### src/mscg_pkg.sv
// package of constants and types for the motion system clock generator
package mscg_pkg;

   // ----------------------------------------
   // clocking
   // ----------------------------------------
   localparam int unsigned CLK_HZ = 40_000_000;
   localparam int unsigned SRC_HZ = 100_000_000;
   localparam int ACC_W = 36;
   localparam int TRIM_W = 16;
   localparam int LOC_N = 6;
   localparam int LOC_CNT_W = 15;
   localparam int LOC_SAMPLE = 4;
   localparam int LOC_FILT = 5;

   // ----------------------------------------
   // settings and reset values
   // ----------------------------------------
   localparam logic [1:0] DIR_SOURCE = 2'h0;
   localparam logic [1:0] DIR_RECEIVE = 2'h3;
   localparam logic [31:0] WP_UNLOCK = 32'hAAAAAAAA;
   localparam logic [31:0] PHASE_FREQ_RST = 32'h0000234B;
   localparam logic [3:0] SERVO_DIV_RST = 4'h3;
   localparam logic [3:0] SRC_DIV_RST = 4'h5;
   localparam logic [3:0] FILT_DIV_RST = 4'h4;

   typedef struct packed {
      logic [1:0] dir;
      logic [31:0] freq;
      logic [1:0] rx_div;
      logic [1:0] tx_mult;
      logic [3:0] servo_div;
      logic [5:0][3:0] loc_div;
   } mscg_cfg_t;

   typedef struct packed {
      logic servo;
      logic phase;
   } mscg_sys_t;

   localparam mscg_cfg_t CFG_RST = '{
      dir: DIR_SOURCE,
      freq: PHASE_FREQ_RST,
      rx_div: 2'h0,
      tx_mult: 2'h0,
      servo_div: SERVO_DIV_RST,
      loc_div: {FILT_DIV_RST, SRC_DIV_RST, SRC_DIV_RST, SRC_DIV_RST, SRC_DIV_RST, SRC_DIV_RST}
   };

endpackage

### src/mscg_top.sv
// motion system clock generator: phase, servo and local clock dividers
`timescale 1ns/1ps
// Contract
// - one chip sources phase and servo onto backplane; all others take them in
// - direction 0 drives both clocks out, direction 3 receives both
// - host interrupts on phase and servo; receivers time their functions by them
// - phase clock generated at the programmed frequency in hertz, default 9035
// - receiver locks its internal phase clock to the backplane phase clock
// - receiver divides received phase by 2, 3, 4 for settings 1, 2, 3
// - source multiplies its output phase frequency by 2, 3, 4 for 1, 2, 3
// - servo clock is phase clock divided by servo setting plus one
// - servo divide setting resets to 3, one servo per four phases
// - with external servo clock the servo divide setting has no effect
// - six local clocks with own dividers, never shared between chips
// - each local divider divides its source by two to the power n
// - five local clocks divide from the main source clock
// - those five dividers reset to setting 5, divide by 32
// - filter clock divides from sampling clock, resets to setting 4
// - protected write needs unlock key, key cleared after each protected write
module mscg_top (
   input wire logic clk_i,
   input wire logic nrst_i,
   input wire logic cfg_wr_i,
   input wire mscg_pkg::mscg_cfg_t cfg_i,
   input wire logic key_wr_i,
   input wire logic [31:0] key_i,
   input wire mscg_pkg::mscg_sys_t sys_i,
   output logic [1:0] sys_o,
   output logic [1:0] sys_oe_n_o,
   output logic phase_tick_o,
   output logic servo_tick_o,
   output logic [5:0] loc_en_o,
   output mscg_pkg::mscg_cfg_t cfg_o,
   output logic unlocked_o,
   output logic locked_o
);
   import mscg_pkg::*;

   // ----------------------------------------
   // protected settings
   // ----------------------------------------
   mscg_cfg_t cfg_q, cfg_d;
   logic [31:0] key_q, key_d;
   logic unlocked_q, unlocked_d;

   always_comb begin
      cfg_d = cfg_q;
      key_d = key_q;
      // a protected write consumes the key; a key write in that cycle is lost
      if (cfg_wr_i && key_q == WP_UNLOCK) begin
         cfg_d = cfg_i;
         key_d = '0;
      end else if (key_wr_i) begin
         key_d = key_i;
      end
      // registered decode keeps the status output glitch free
      unlocked_d = (key_d == WP_UNLOCK);
   end

   always_ff @(posedge clk_i or negedge nrst_i) begin
      if (!nrst_i) begin
         cfg_q <= CFG_RST;
         key_q <= '0;
         unlocked_q <= 1'b0;
      end else begin
         cfg_q <= cfg_d;
         key_q <= key_d;
         unlocked_q <= unlocked_d;
      end
   end

   logic phase_in;
   logic servo_in;
   assign phase_in = cfg_q.dir[0];
   assign servo_in = cfg_q.dir[1];

   // ----------------------------------------
   // backplane input synchronisers
   // ----------------------------------------
   mscg_sys_t s1_q, s2_q, s3_q;
   mscg_sys_t rx_edge;

   always_ff @(posedge clk_i or negedge nrst_i) begin
      if (!nrst_i) begin
         s1_q <= '0;
         s2_q <= '0;
         s3_q <= '0;
      end else begin
         s1_q <= sys_i;
         s2_q <= s1_q;
         s3_q <= s2_q;
      end
   end

   assign rx_edge = s2_q & ~s3_q;

   // ----------------------------------------
   // received phase divider
   // ----------------------------------------
   logic [1:0] rx_cnt_q, rx_cnt_d, rx_div_q, rx_div_d;
   logic rx_tick;

   always_comb begin
      rx_cnt_d = rx_cnt_q;
      rx_div_d = rx_div_q;
      rx_tick = 1'b0;
      if (rx_edge.phase) begin
         if (rx_cnt_q >= rx_div_q) begin
            rx_cnt_d = 2'h0;
            rx_tick = 1'b1;
            rx_div_d = cfg_q.rx_div;
         end else begin
            rx_cnt_d = rx_cnt_q + 2'h1;
         end
      end
   end

   always_ff @(posedge clk_i or negedge nrst_i) begin
      if (!nrst_i) begin
         rx_cnt_q <= '0;
         rx_div_q <= '0;
      end else begin
         rx_cnt_q <= rx_cnt_d;
         rx_div_q <= rx_div_d;
      end
   end

   // ----------------------------------------
   // phase oscillator and digital pll
   // ----------------------------------------
   logic [ACC_W-1:0] acc_q, acc_d, inc, sum;
   logic [1:0] mult_q, mult_d;
   logic signed [TRIM_W-1:0] trim_q, trim_d;
   logic [1:0] wraps_q, wraps_d;
   logic lock_q, lock_d;
   logic nco_wrap;
   logic [2:0] mult_fac;

   always_comb begin
      acc_d = acc_q;
      mult_d = mult_q;
      trim_d = trim_q;
      wraps_d = wraps_q;
      lock_d = lock_q;
      nco_wrap = 1'b0;
      // multiply only applies on the driving end
      mult_fac = phase_in ? 3'h1 : {1'b0, mult_q} + 3'h1;
      inc = ACC_W'(cfg_q.freq) * ACC_W'(mult_fac) + ACC_W'(trim_q);
      sum = acc_q + inc;
      if (sum >= ACC_W'(CLK_HZ)) begin
         acc_d = sum - ACC_W'(CLK_HZ);
         nco_wrap = 1'b1;
         mult_d = cfg_q.tx_mult;
         if (wraps_q != 2'h3) begin
            wraps_d = wraps_q + 2'h1;
         end
      end else begin
         acc_d = sum;
      end
      // coarse pll: realign at each divided received edge (rx_tick), trim rate by wrap count
      if (phase_in && rx_tick) begin
         acc_d = '0;
         wraps_d = 2'h0;
         lock_d = (wraps_q == 2'h1);
         if (wraps_q == 2'h0 && trim_q != 16'sh7FFF) begin
            trim_d = trim_q + 16'sh0001;
         end else if (wraps_q > 2'h1 && trim_q != -16'sh7FFF) begin
            trim_d = trim_q - 16'sh0001;
         end
      end
      if (!phase_in) begin
         trim_d = '0;
         lock_d = 1'b0;
      end
   end

   always_ff @(posedge clk_i or negedge nrst_i) begin
      if (!nrst_i) begin
         acc_q <= '0;
         mult_q <= '0;
         trim_q <= '0;
         wraps_q <= '0;
         lock_q <= 1'b0;
      end else begin
         acc_q <= acc_d;
         mult_q <= mult_d;
         trim_q <= trim_d;
         wraps_q <= wraps_d;
         lock_q <= lock_d;
      end
   end

   // ----------------------------------------
   // phase and servo ticks, backplane drive
   // ----------------------------------------
   logic [3:0] svc_q, svc_d, sdiv_q, sdiv_d;
   logic ph_q, ph_d, sv_q, sv_d;
   logic [1:0] oe_n_q, oe_n_d;

   always_comb begin
      svc_d = svc_q;
      sdiv_d = sdiv_q;
      ph_d = phase_in ? rx_tick : nco_wrap;
      sv_d = 1'b0;
      oe_n_d = {servo_in, phase_in};
      if (servo_in) begin
         sv_d = rx_edge.servo;
      end else if (ph_d) begin
         if (svc_q >= sdiv_q) begin
            svc_d = 4'h0;
            sv_d = 1'b1;
            sdiv_d = cfg_q.servo_div;
         end else begin
            svc_d = svc_q + 4'h1;
         end
      end
   end

   always_ff @(posedge clk_i or negedge nrst_i) begin
      if (!nrst_i) begin
         svc_q <= '0;
         sdiv_q <= SERVO_DIV_RST;
         ph_q <= 1'b0;
         sv_q <= 1'b0;
         oe_n_q <= '0;
      end else begin
         svc_q <= svc_d;
         sdiv_q <= sdiv_d;
         ph_q <= ph_d;
         sv_q <= sv_d;
         oe_n_q <= oe_n_d;
      end
   end

   // ----------------------------------------
   // local hardware clock dividers
   // ----------------------------------------
   logic [LOC_N-1:0] en_q;

   for (genvar g = 0; g < LOC_N; g++) begin : g_loc
      logic [LOC_CNT_W-1:0] cnt_q, cnt_d, lim;
      logic [3:0] n_q, n_d;
      logic en_d, src;
      // filter runs off the sampling enable, so it lags it by one cycle
      assign src = (g == LOC_FILT) ? en_q[LOC_SAMPLE] : 1'b1;

      always_comb begin
         cnt_d = cnt_q;
         n_d = n_q;
         en_d = 1'b0;
         lim = LOC_CNT_W'((16'h0001 << n_q) - 16'h0001);
         if (src) begin
            if (cnt_q >= lim) begin
               cnt_d = '0;
               en_d = 1'b1;
               n_d = cfg_q.loc_div[g];
            end else begin
               cnt_d = cnt_q + LOC_CNT_W'(1);
            end
         end
      end

      always_ff @(posedge clk_i or negedge nrst_i) begin
         if (!nrst_i) begin
            cnt_q <= '0;
            n_q <= CFG_RST.loc_div[g];
            en_q[g] <= 1'b0;
         end else begin
            cnt_q <= cnt_d;
            n_q <= n_d;
            en_q[g] <= en_d;
         end
      end

   end

   assign sys_o = {sv_q, ph_q};
   assign sys_oe_n_o = oe_n_q;
   assign phase_tick_o = ph_q;
   assign servo_tick_o = sv_q;
   assign loc_en_o = en_q;
   assign cfg_o = cfg_q;
   assign unlocked_o = unlocked_q;
   assign locked_o = lock_q;
endmodule

### config.mk
export PLATFORM = sky130hd
export DESIGN_NAME = mscg_top
export DESIGN_NICKNAME = d
export VERILOG_FILES = /design/src/mscg_pkg.sv /design/src/mscg_top.sv
export SDC_FILE = /design/constraint.sdc
export NUM_CORES = 1
export LEC_CHECK = 0
export ABC_AREA = 1
export BUFFER_PORTS_ARGS = -buffer_cell sky130_fd_sc_hd__buf_2
export CAP_MARGIN = 30
export CORE_UTILIZATION = 30
export DETAILED_ROUTE_END_ITERATION = 10
export HOLD_SLACK_MARGIN = 0.15
export PLACE_DENSITY = 0.5
export SYNTH_ARGS = -nofsm -noshare
export SYNTH_HDL_FRONTEND = slang
export SYNTH_SLANG_ARGS = --single-unit
export TNS_END_PERCENT = 50
### constraint.sdc
create_clock -name clk_i -period 6.1 [get_ports clk_i]
set_clock_uncertainty 0.05 [all_clocks]
set_input_delay 0.305 -clock clk_i [delete_from_list [all_inputs] [get_ports clk_i]]
set_output_delay 0.305 -clock clk_i [all_outputs]
set_load 0.05 [all_outputs]
==> impl_metrics.tcl, run 1 <==
set metrics [dict create \
    num-fill-cells 7875 \
    rsz0062_at_grt "false" \
    antenna_found_initial 0 \
    synthCells 3048 \
    cp-startpoint "mult_q[0]$_DFFE_PN0N_" \
    via_per_inst 4.567 \
    cts_root_buf "clkbuf_16" \
    crit_end "sdiv_q[3]$_DFFE_PN0P_" \
    run_status "finished clean" \
    cap_violations 0 \
    grt_max_degree 140 \
    postCtsSetupRepairBufs 0 \
    fin_crit_sh 0.9428 \
    yosysWarnings 0 \
    synth.avg_cell_area_um2 7.413 \
    finalHoldViolations 0 \
    async_reset_ff_frac 1.000 \
    dp_hpwl_mm 49.27 \
    clkTransAtPathRegs_ns 0.06 \
    insertion_delay_ns 0.57 \
    arrival_ns 6.15 \
    r2r_cells 28 \
    critPathMaxFanout 14 \
    syn-cell-area_mm2 0.02260 \
    crit_required_ns 6.50 \
    synth.distinct_cells 57 \
    wl_mm 64.32 \
    fp.dieH_um 276.4 \
    clock-sinks 298 \
    finalSetupViolCount 0 \
    ys_seq_area_frac 0.3319 \
    io_pins 184 \
    coreArea_mm2 0.07445 \
    setup.worst_path.end_class "flop" \
    synth-adder-area-share 0.1793 \
    grt_pass1_wl_mm 104.7 \
    cts_buffers 40 \
    drtPass1Iterations 5 \
    drc 0 \
    worstSetupPathType "flop to flop" \
    drive_gt1_frac 0.1091 \
    postRouteAntennaNets 0 \
    period_needed_ns 5.751 \
    die-area_mm2 0.07642 \
    num_rows 100 \
    grt.overflow.total 0 \
    initial_core_util 0.3035 \
    htree_levels 2 \
    avgRoutedWirePerCell_um 14.81 \
    dr_total_vias 19832 \
    cts_tree "yes" \
    port_buffers 183 \
    finalSetupTns_ns 0 \
    timing.fmax_mhz 173.9 \
    die_w_um 276.4 \
    final_common_cell "nand2_1" \
    max_stage_delay_ns 0.53 \
    r2r_start "mult_q[0]$_DFFE_PN0N_" \
    synth_xor_area_frac 0.02542 \
    crit_slowest_cell "fa_1" \
    yosys.area_share.simple 0.2714 \
    synth-edff-count 0 \
    report.final.slew_viol_count 0 \
    final_cell_mix "nand2_1, inv_1, nor2_1" \
    drt_iter0_drc 1192 \
    nets 3709 \
    ys_seq_elements 298 \
    synth_nets 3417 \
    tightest_slew_ns 0.9464 \
    grt_usage 0.1694 \
    r2r_end "sdiv_q[3]$_DFFE_PN0P_" \
    synth_top_family_by_area "simple AND/OR/NAND/NOR gates" \
    synth_top_flop_cell "dfrtp_1" \
    synth.area.mux_share 0.006645 \
    gp_congestion 0.8992 \
    grt_pass1_vias 19486 \
    start_kind "flop" \
    ctsLongestPathBuffers 3 \
    syn_to_final_growth_pct 20.70 \
    crit_top_cell "nand2_1" \
    max_slew_margin 0.3690 \
    reg2reg_slack_ns 0.35 \
    synth-compound-area-share 0.08284 \
    hold_class "input port to async pin" \
]
-- metal layers --
layer / global-route usage / vias up / part of all wire
met5: 0 / - / 0
met4: 0.04541 / 0 / 0.022
met3: 0.01876 / 81 / 0.031
met2: 0.2796 / 293 / 0.46
met1: 0.2343 / 9292 / 0.48
li1: - / 10166 / -
-- layout make-up --
class,count,area [µm²],area share
clock buffers,52,1146,0.04202
flip-flops and latches,298,7498,0.2749
clock inverters,22,337.8,0.01239
repair buffers,314,2206,0.08088
well taps,969,1212,0.04446
multi-input cells,2144,12830,0.4704
inverters,542,2039,0.07478
diodes,1,2.502,0.00009176
-- flip-flops by register name (all words and copies together) (netlist names), 4 cells and up --
name         cells
sdiv_q           4
cfg_o           64
svc_q            4
trim_q          16
key_q           32
g_loc.n_q       24
loc_en_o         5
acc_q           36
g_loc.cnt_q     90
-- worst min-delay path by stage --
stage	from	end	slack, ns	cells past startpoint
final	nrst_i	loc_en_o[3]$_DFF_PN0_	0.30	2
after CTS	s1_q[0]$_DFF_PN0_	s2_q[0]$_DFF_PN0_	0.30	0
after global placement	s1_q[0]$_DFF_PN0_	s2_q[0]$_DFF_PN0_	0.28	0
after detailed placement	s1_q[0]$_DFF_PN0_	s2_q[0]$_DFF_PN0_	0.29	0
after floorplan	nrst_i	acc_q[0]$_DFF_PN0_	-0.04	0
after global routing	s1_q[0]$_DFF_PN0_	s2_q[0]$_DFF_PN0_	0.31	0
-- critical path: cells and delay by family (launching register included) --
| kind | cells | cell delay (ns) |
|---|---|---|
| AND/OR/NAND/NOR | 17 | 2.39 |
| adder cells (fa/ha/maj) | 5 | 2.22 |
| buffers and inverters | 6 | 0.59 |
| flip-flops | 1 | 0.38 |
-- synthesized netlist by cell type (all sizes together), types with 4 or more instances --
master	n	area, µm²
dfstp	33	867.1
buf	8	66.31
nand4	42	262.8
a31oi	15	93.84
and3	8	50.05
ha	167	2090
a21o	5	37.54
nand2	770	2949
nand3	128	645.6
nand3b	8	60.06
o21ai	154	774.5
xnor2	18	165.2
dfrtp	265	6631
nor3b	35	262.8
fa	98	1962
o21bai	10	75.07
inv	539	2026
o22ai	6	37.54
clkbuf	57	214.0
a21oi	127	639.4
nor4	13	81.33
or2	4	25.02
nor2	402	1549
mux2i	15	150.1
nor3	43	220.2
o31ai	5	37.54
a211oi	5	42.54
xor2	45	409.1
a2111oi	4	35.03
-- per-stage QoR --
step | hold slack, ns | worst slack, ns | util | area, µm² | instances
finish | 0.2962 | 0.3489 | 0.3663 | 27270 | 4342
global route | 0.3076 | 0.003333 | 0.3663 | 27270 | 4341
CTS | 0.2988 | 0.3356 | 0.3661 | 27250 | 4340
detailed placement | 0.2862 | 0.3392 | 0.3325 | 24760 | 4165
global placement | 0.2836 | 0.3889 | 0.3320 | 24710 | 4163
floorplan | -0.04059 | 0.6873 | - | 22600 | 3048
-- cells by family (layout without fill, tap and decap cells) --
logic type               after synthesis  in the layout
AO/OA/AOI/OAI                        343            343
XOR/XNOR                              63             63
adder cells (fa/ha/maj)              265            265
buffers and inverters                607            930
flip-flops                           298            298
multiplexers                          15             15
other                                  0              1
AND/OR/NAND/NOR                     1457           1458
-- timing repair --
item / CTS / global route
gates resized for setup: 0 / 2
endpoints found under the hold margin: 190 / 0
hold buffers: 101 / 0
setup endpoints to repair: 0 / 4
Power of run 1 is left out: the tool's default activity adds up to more than one toggle a clock period on the data nets, which glitch-free logic cannot reach.
==> inputs of run 2 (changes only) <==
- BUFFER_PORTS_ARGS: -buffer_cell sky130_fd_sc_hd__buf_2 -> default
- DONT_BUFFER_PORTS: default -> 1
- GPL_TIMING_DRIVEN: default -> 0
- PLACE_DENSITY: 0.5 -> 0.48
==> impl_metrics.tcl, run 2 (synthesis results as in run 1) <==
set metrics [dict create \
    run_status "finished, violations left" \
    violations "negative hold slack" \
    fin_ws_ns 0.2291 \
    port_buffers 0 \
    tightest_slew_ns 0.9059 \
    cap_violations 0 \
    dp_hpwl_mm 51.63 \
    coreArea_mm2 0.07445 \
    syn_to_final_growth_pct 17.70 \
    period_needed_ns 5.871 \
    num-fill-cells 7883 \
    dr_total_vias 19450 \
    arrival_ns 6.27 \
    holdWs_ns -0.5787 \
    io_pins 184 \
    gp_congestion 0.9398 \
    timing.fmax_mhz 170.3 \
    drc 0 \
    hold_class "input port to async pin" \
    crit_slowest_cell "dfrtp_4" \
    drt_iter0_drc 1221 \
    worstSetupPathType "flop to flop" \
    final_common_cell "nand2_1" \
    report.final.slew_viol_count 0 \
    nets 3571 \
    initial_core_util 0.3035 \
    htree_levels 2 \
    cts_root_buf "clkbuf_16" \
    via_per_inst 4.627 \
    cts_buffers 39 \
    final_cell_mix "nand2_1, inv_1, nor2_1" \
    drive_gt1_frac 0.06805 \
    grt_pass1_wl_mm 106.8 \
    postRouteAntennaNets 0 \
    num_rows 100 \
    insertion_delay_ns 0.56 \
    fin_crit_sh 0.9624 \
    die_w_um 276.4 \
    drtPass1Iterations 6 \
    clkTransAtPathRegs_ns 0.06 \
    setup.worst_path.end_class "flop" \
    start_kind "flop" \
    regMostFlops "g_loc.cnt_q" \
    hold_buffers 100 \
    grt_max_degree 299 \
    crit_top_cell "nand2_1" \
    cts_tree "yes" \
    grt_usage 0.1749 \
    final_cells 4204 \
    finish.utilization 0.3572 \
    finalHoldViolations 298 \
    critPathMaxFanout 10 \
    clock-sinks 298 \
    die-area_mm2 0.07642 \
    dp.cells 4021 \
    max_slew_margin 0.3961 \
    grt_pass1_vias 19293 \
    max_stage_delay_ns 0.60 \
    finalSetupViolCount 0 \
    fp.dieH_um 276.4 \
    antenna_found_initial 4 \
    crit_required_ns 6.50 \
    wl_mm 66.07 \
    ctsLongestPathBuffers 3 \
    grt.overflow.total 0 \
    rsz0062_at_grt "true" \
    post-place-ws_ns -1.738 \
    largest_reg_flops 90 \
    avgRoutedWirePerCell_um 15.72 \
]
==> run 2: cell count changes in the layout (fill, tap and decap cells not counted), sizes merged <==
cell | previous run | this run
clkinv | 12 | 13
clkinvlp | 3 | 4
bufinv | 7 | 5
inv | 542 | 541
buf | 213 | 23
diode | 1 | 2
dlygate4sd3 | 101 | 100
clkbuf | 52 | 105
==> run 2: area by class of cell <==
| type | count | area [µm²] | area share |
|---|---|---|---|
| inverters | 542 | 2046 | 0.07692 |
| flip-flops and latches | 298 | 7502 | 0.2821 |
| clock inverters | 21 | 267.8 | 0.01007 |
| clock buffers | 51 | 1132 | 0.04258 |
| repair buffers | 112 | 1150 | 0.04323 |
| diodes | 2 | 5.005 | 0.0001882 |
| plain buffers | 65 | 344.1 | 0.01294 |
| well taps | 969 | 1212 | 0.04559 |
| multi-input cells | 2144 | 12940 | 0.4864 |
==> run 2: worst max-delay path, delay by kind of cell (launching register included) <==
| family | cells | cell delay [ns] |
|---|---|---|
| and+or+nand+nor | 21 | 2.16 |
| adders and majority gates | 5 | 2.10 |
| buffers and inverters | 7 | 0.80 |
| DFF | 1 | 0.60 |
==> run 2: path summary, 6_finish.rpt <==
path	startpoint	end	slack, ns	depth (start not counted)
hold / removal	nrst_i	g_loc[2].cnt_q[10]$_DFF_PN0_	-0.58	0
setup reg to reg	oe_n_d[0]$_DFFE_PN0P_	acc_q[27]$_DFF_PN0_	0.23	33
max in group asynchronous	nrst_i	key_q[6]$_DFF_PN0_	5.95	0
hold reg to reg	s1_q[0]$_DFF_PN0_	s2_q[0]$_DFF_PN0_	0.30	0
min in group clk_i	key_wr_i	key_q[13]$_DFF_PN0_	0.26	3
setup / recovery	oe_n_d[0]$_DFFE_PN0P_	acc_q[27]$_DFF_PN0_	0.23	33
==> run 2: routing by layer <==
layer	track usage	routed length [µm]
met5	0	8
met4	0.05186	1830
met3	0.02222	2163
met2	0.2930	31020
met1	0.2347	31050
==> run 2: metrics by stage <==
stage                     cell area, µm²  hold slack [ns]  TNS [ns]
final                              26600          -0.5787         0
after global routing               26590          -0.6052   -0.1047
after CTS                          26410          -0.6311         0
after detailed placement           23900         -0.02915    -58.30
after global placement             23810         -0.02303    -56.99
after floorplan                    22600         -0.04059         0
==> run 2: repair_timing <==
action / in CTS / in global routing
pin swaps: 0 / 8
resized for setup: 29 / 54
hold endpoints to repair: 399 / 298
setup endpoints to repair: 42 / 41
buffers inserted: 4 / 5
cloned: 0 / 1
Power of run 2 is left out for the same reason.
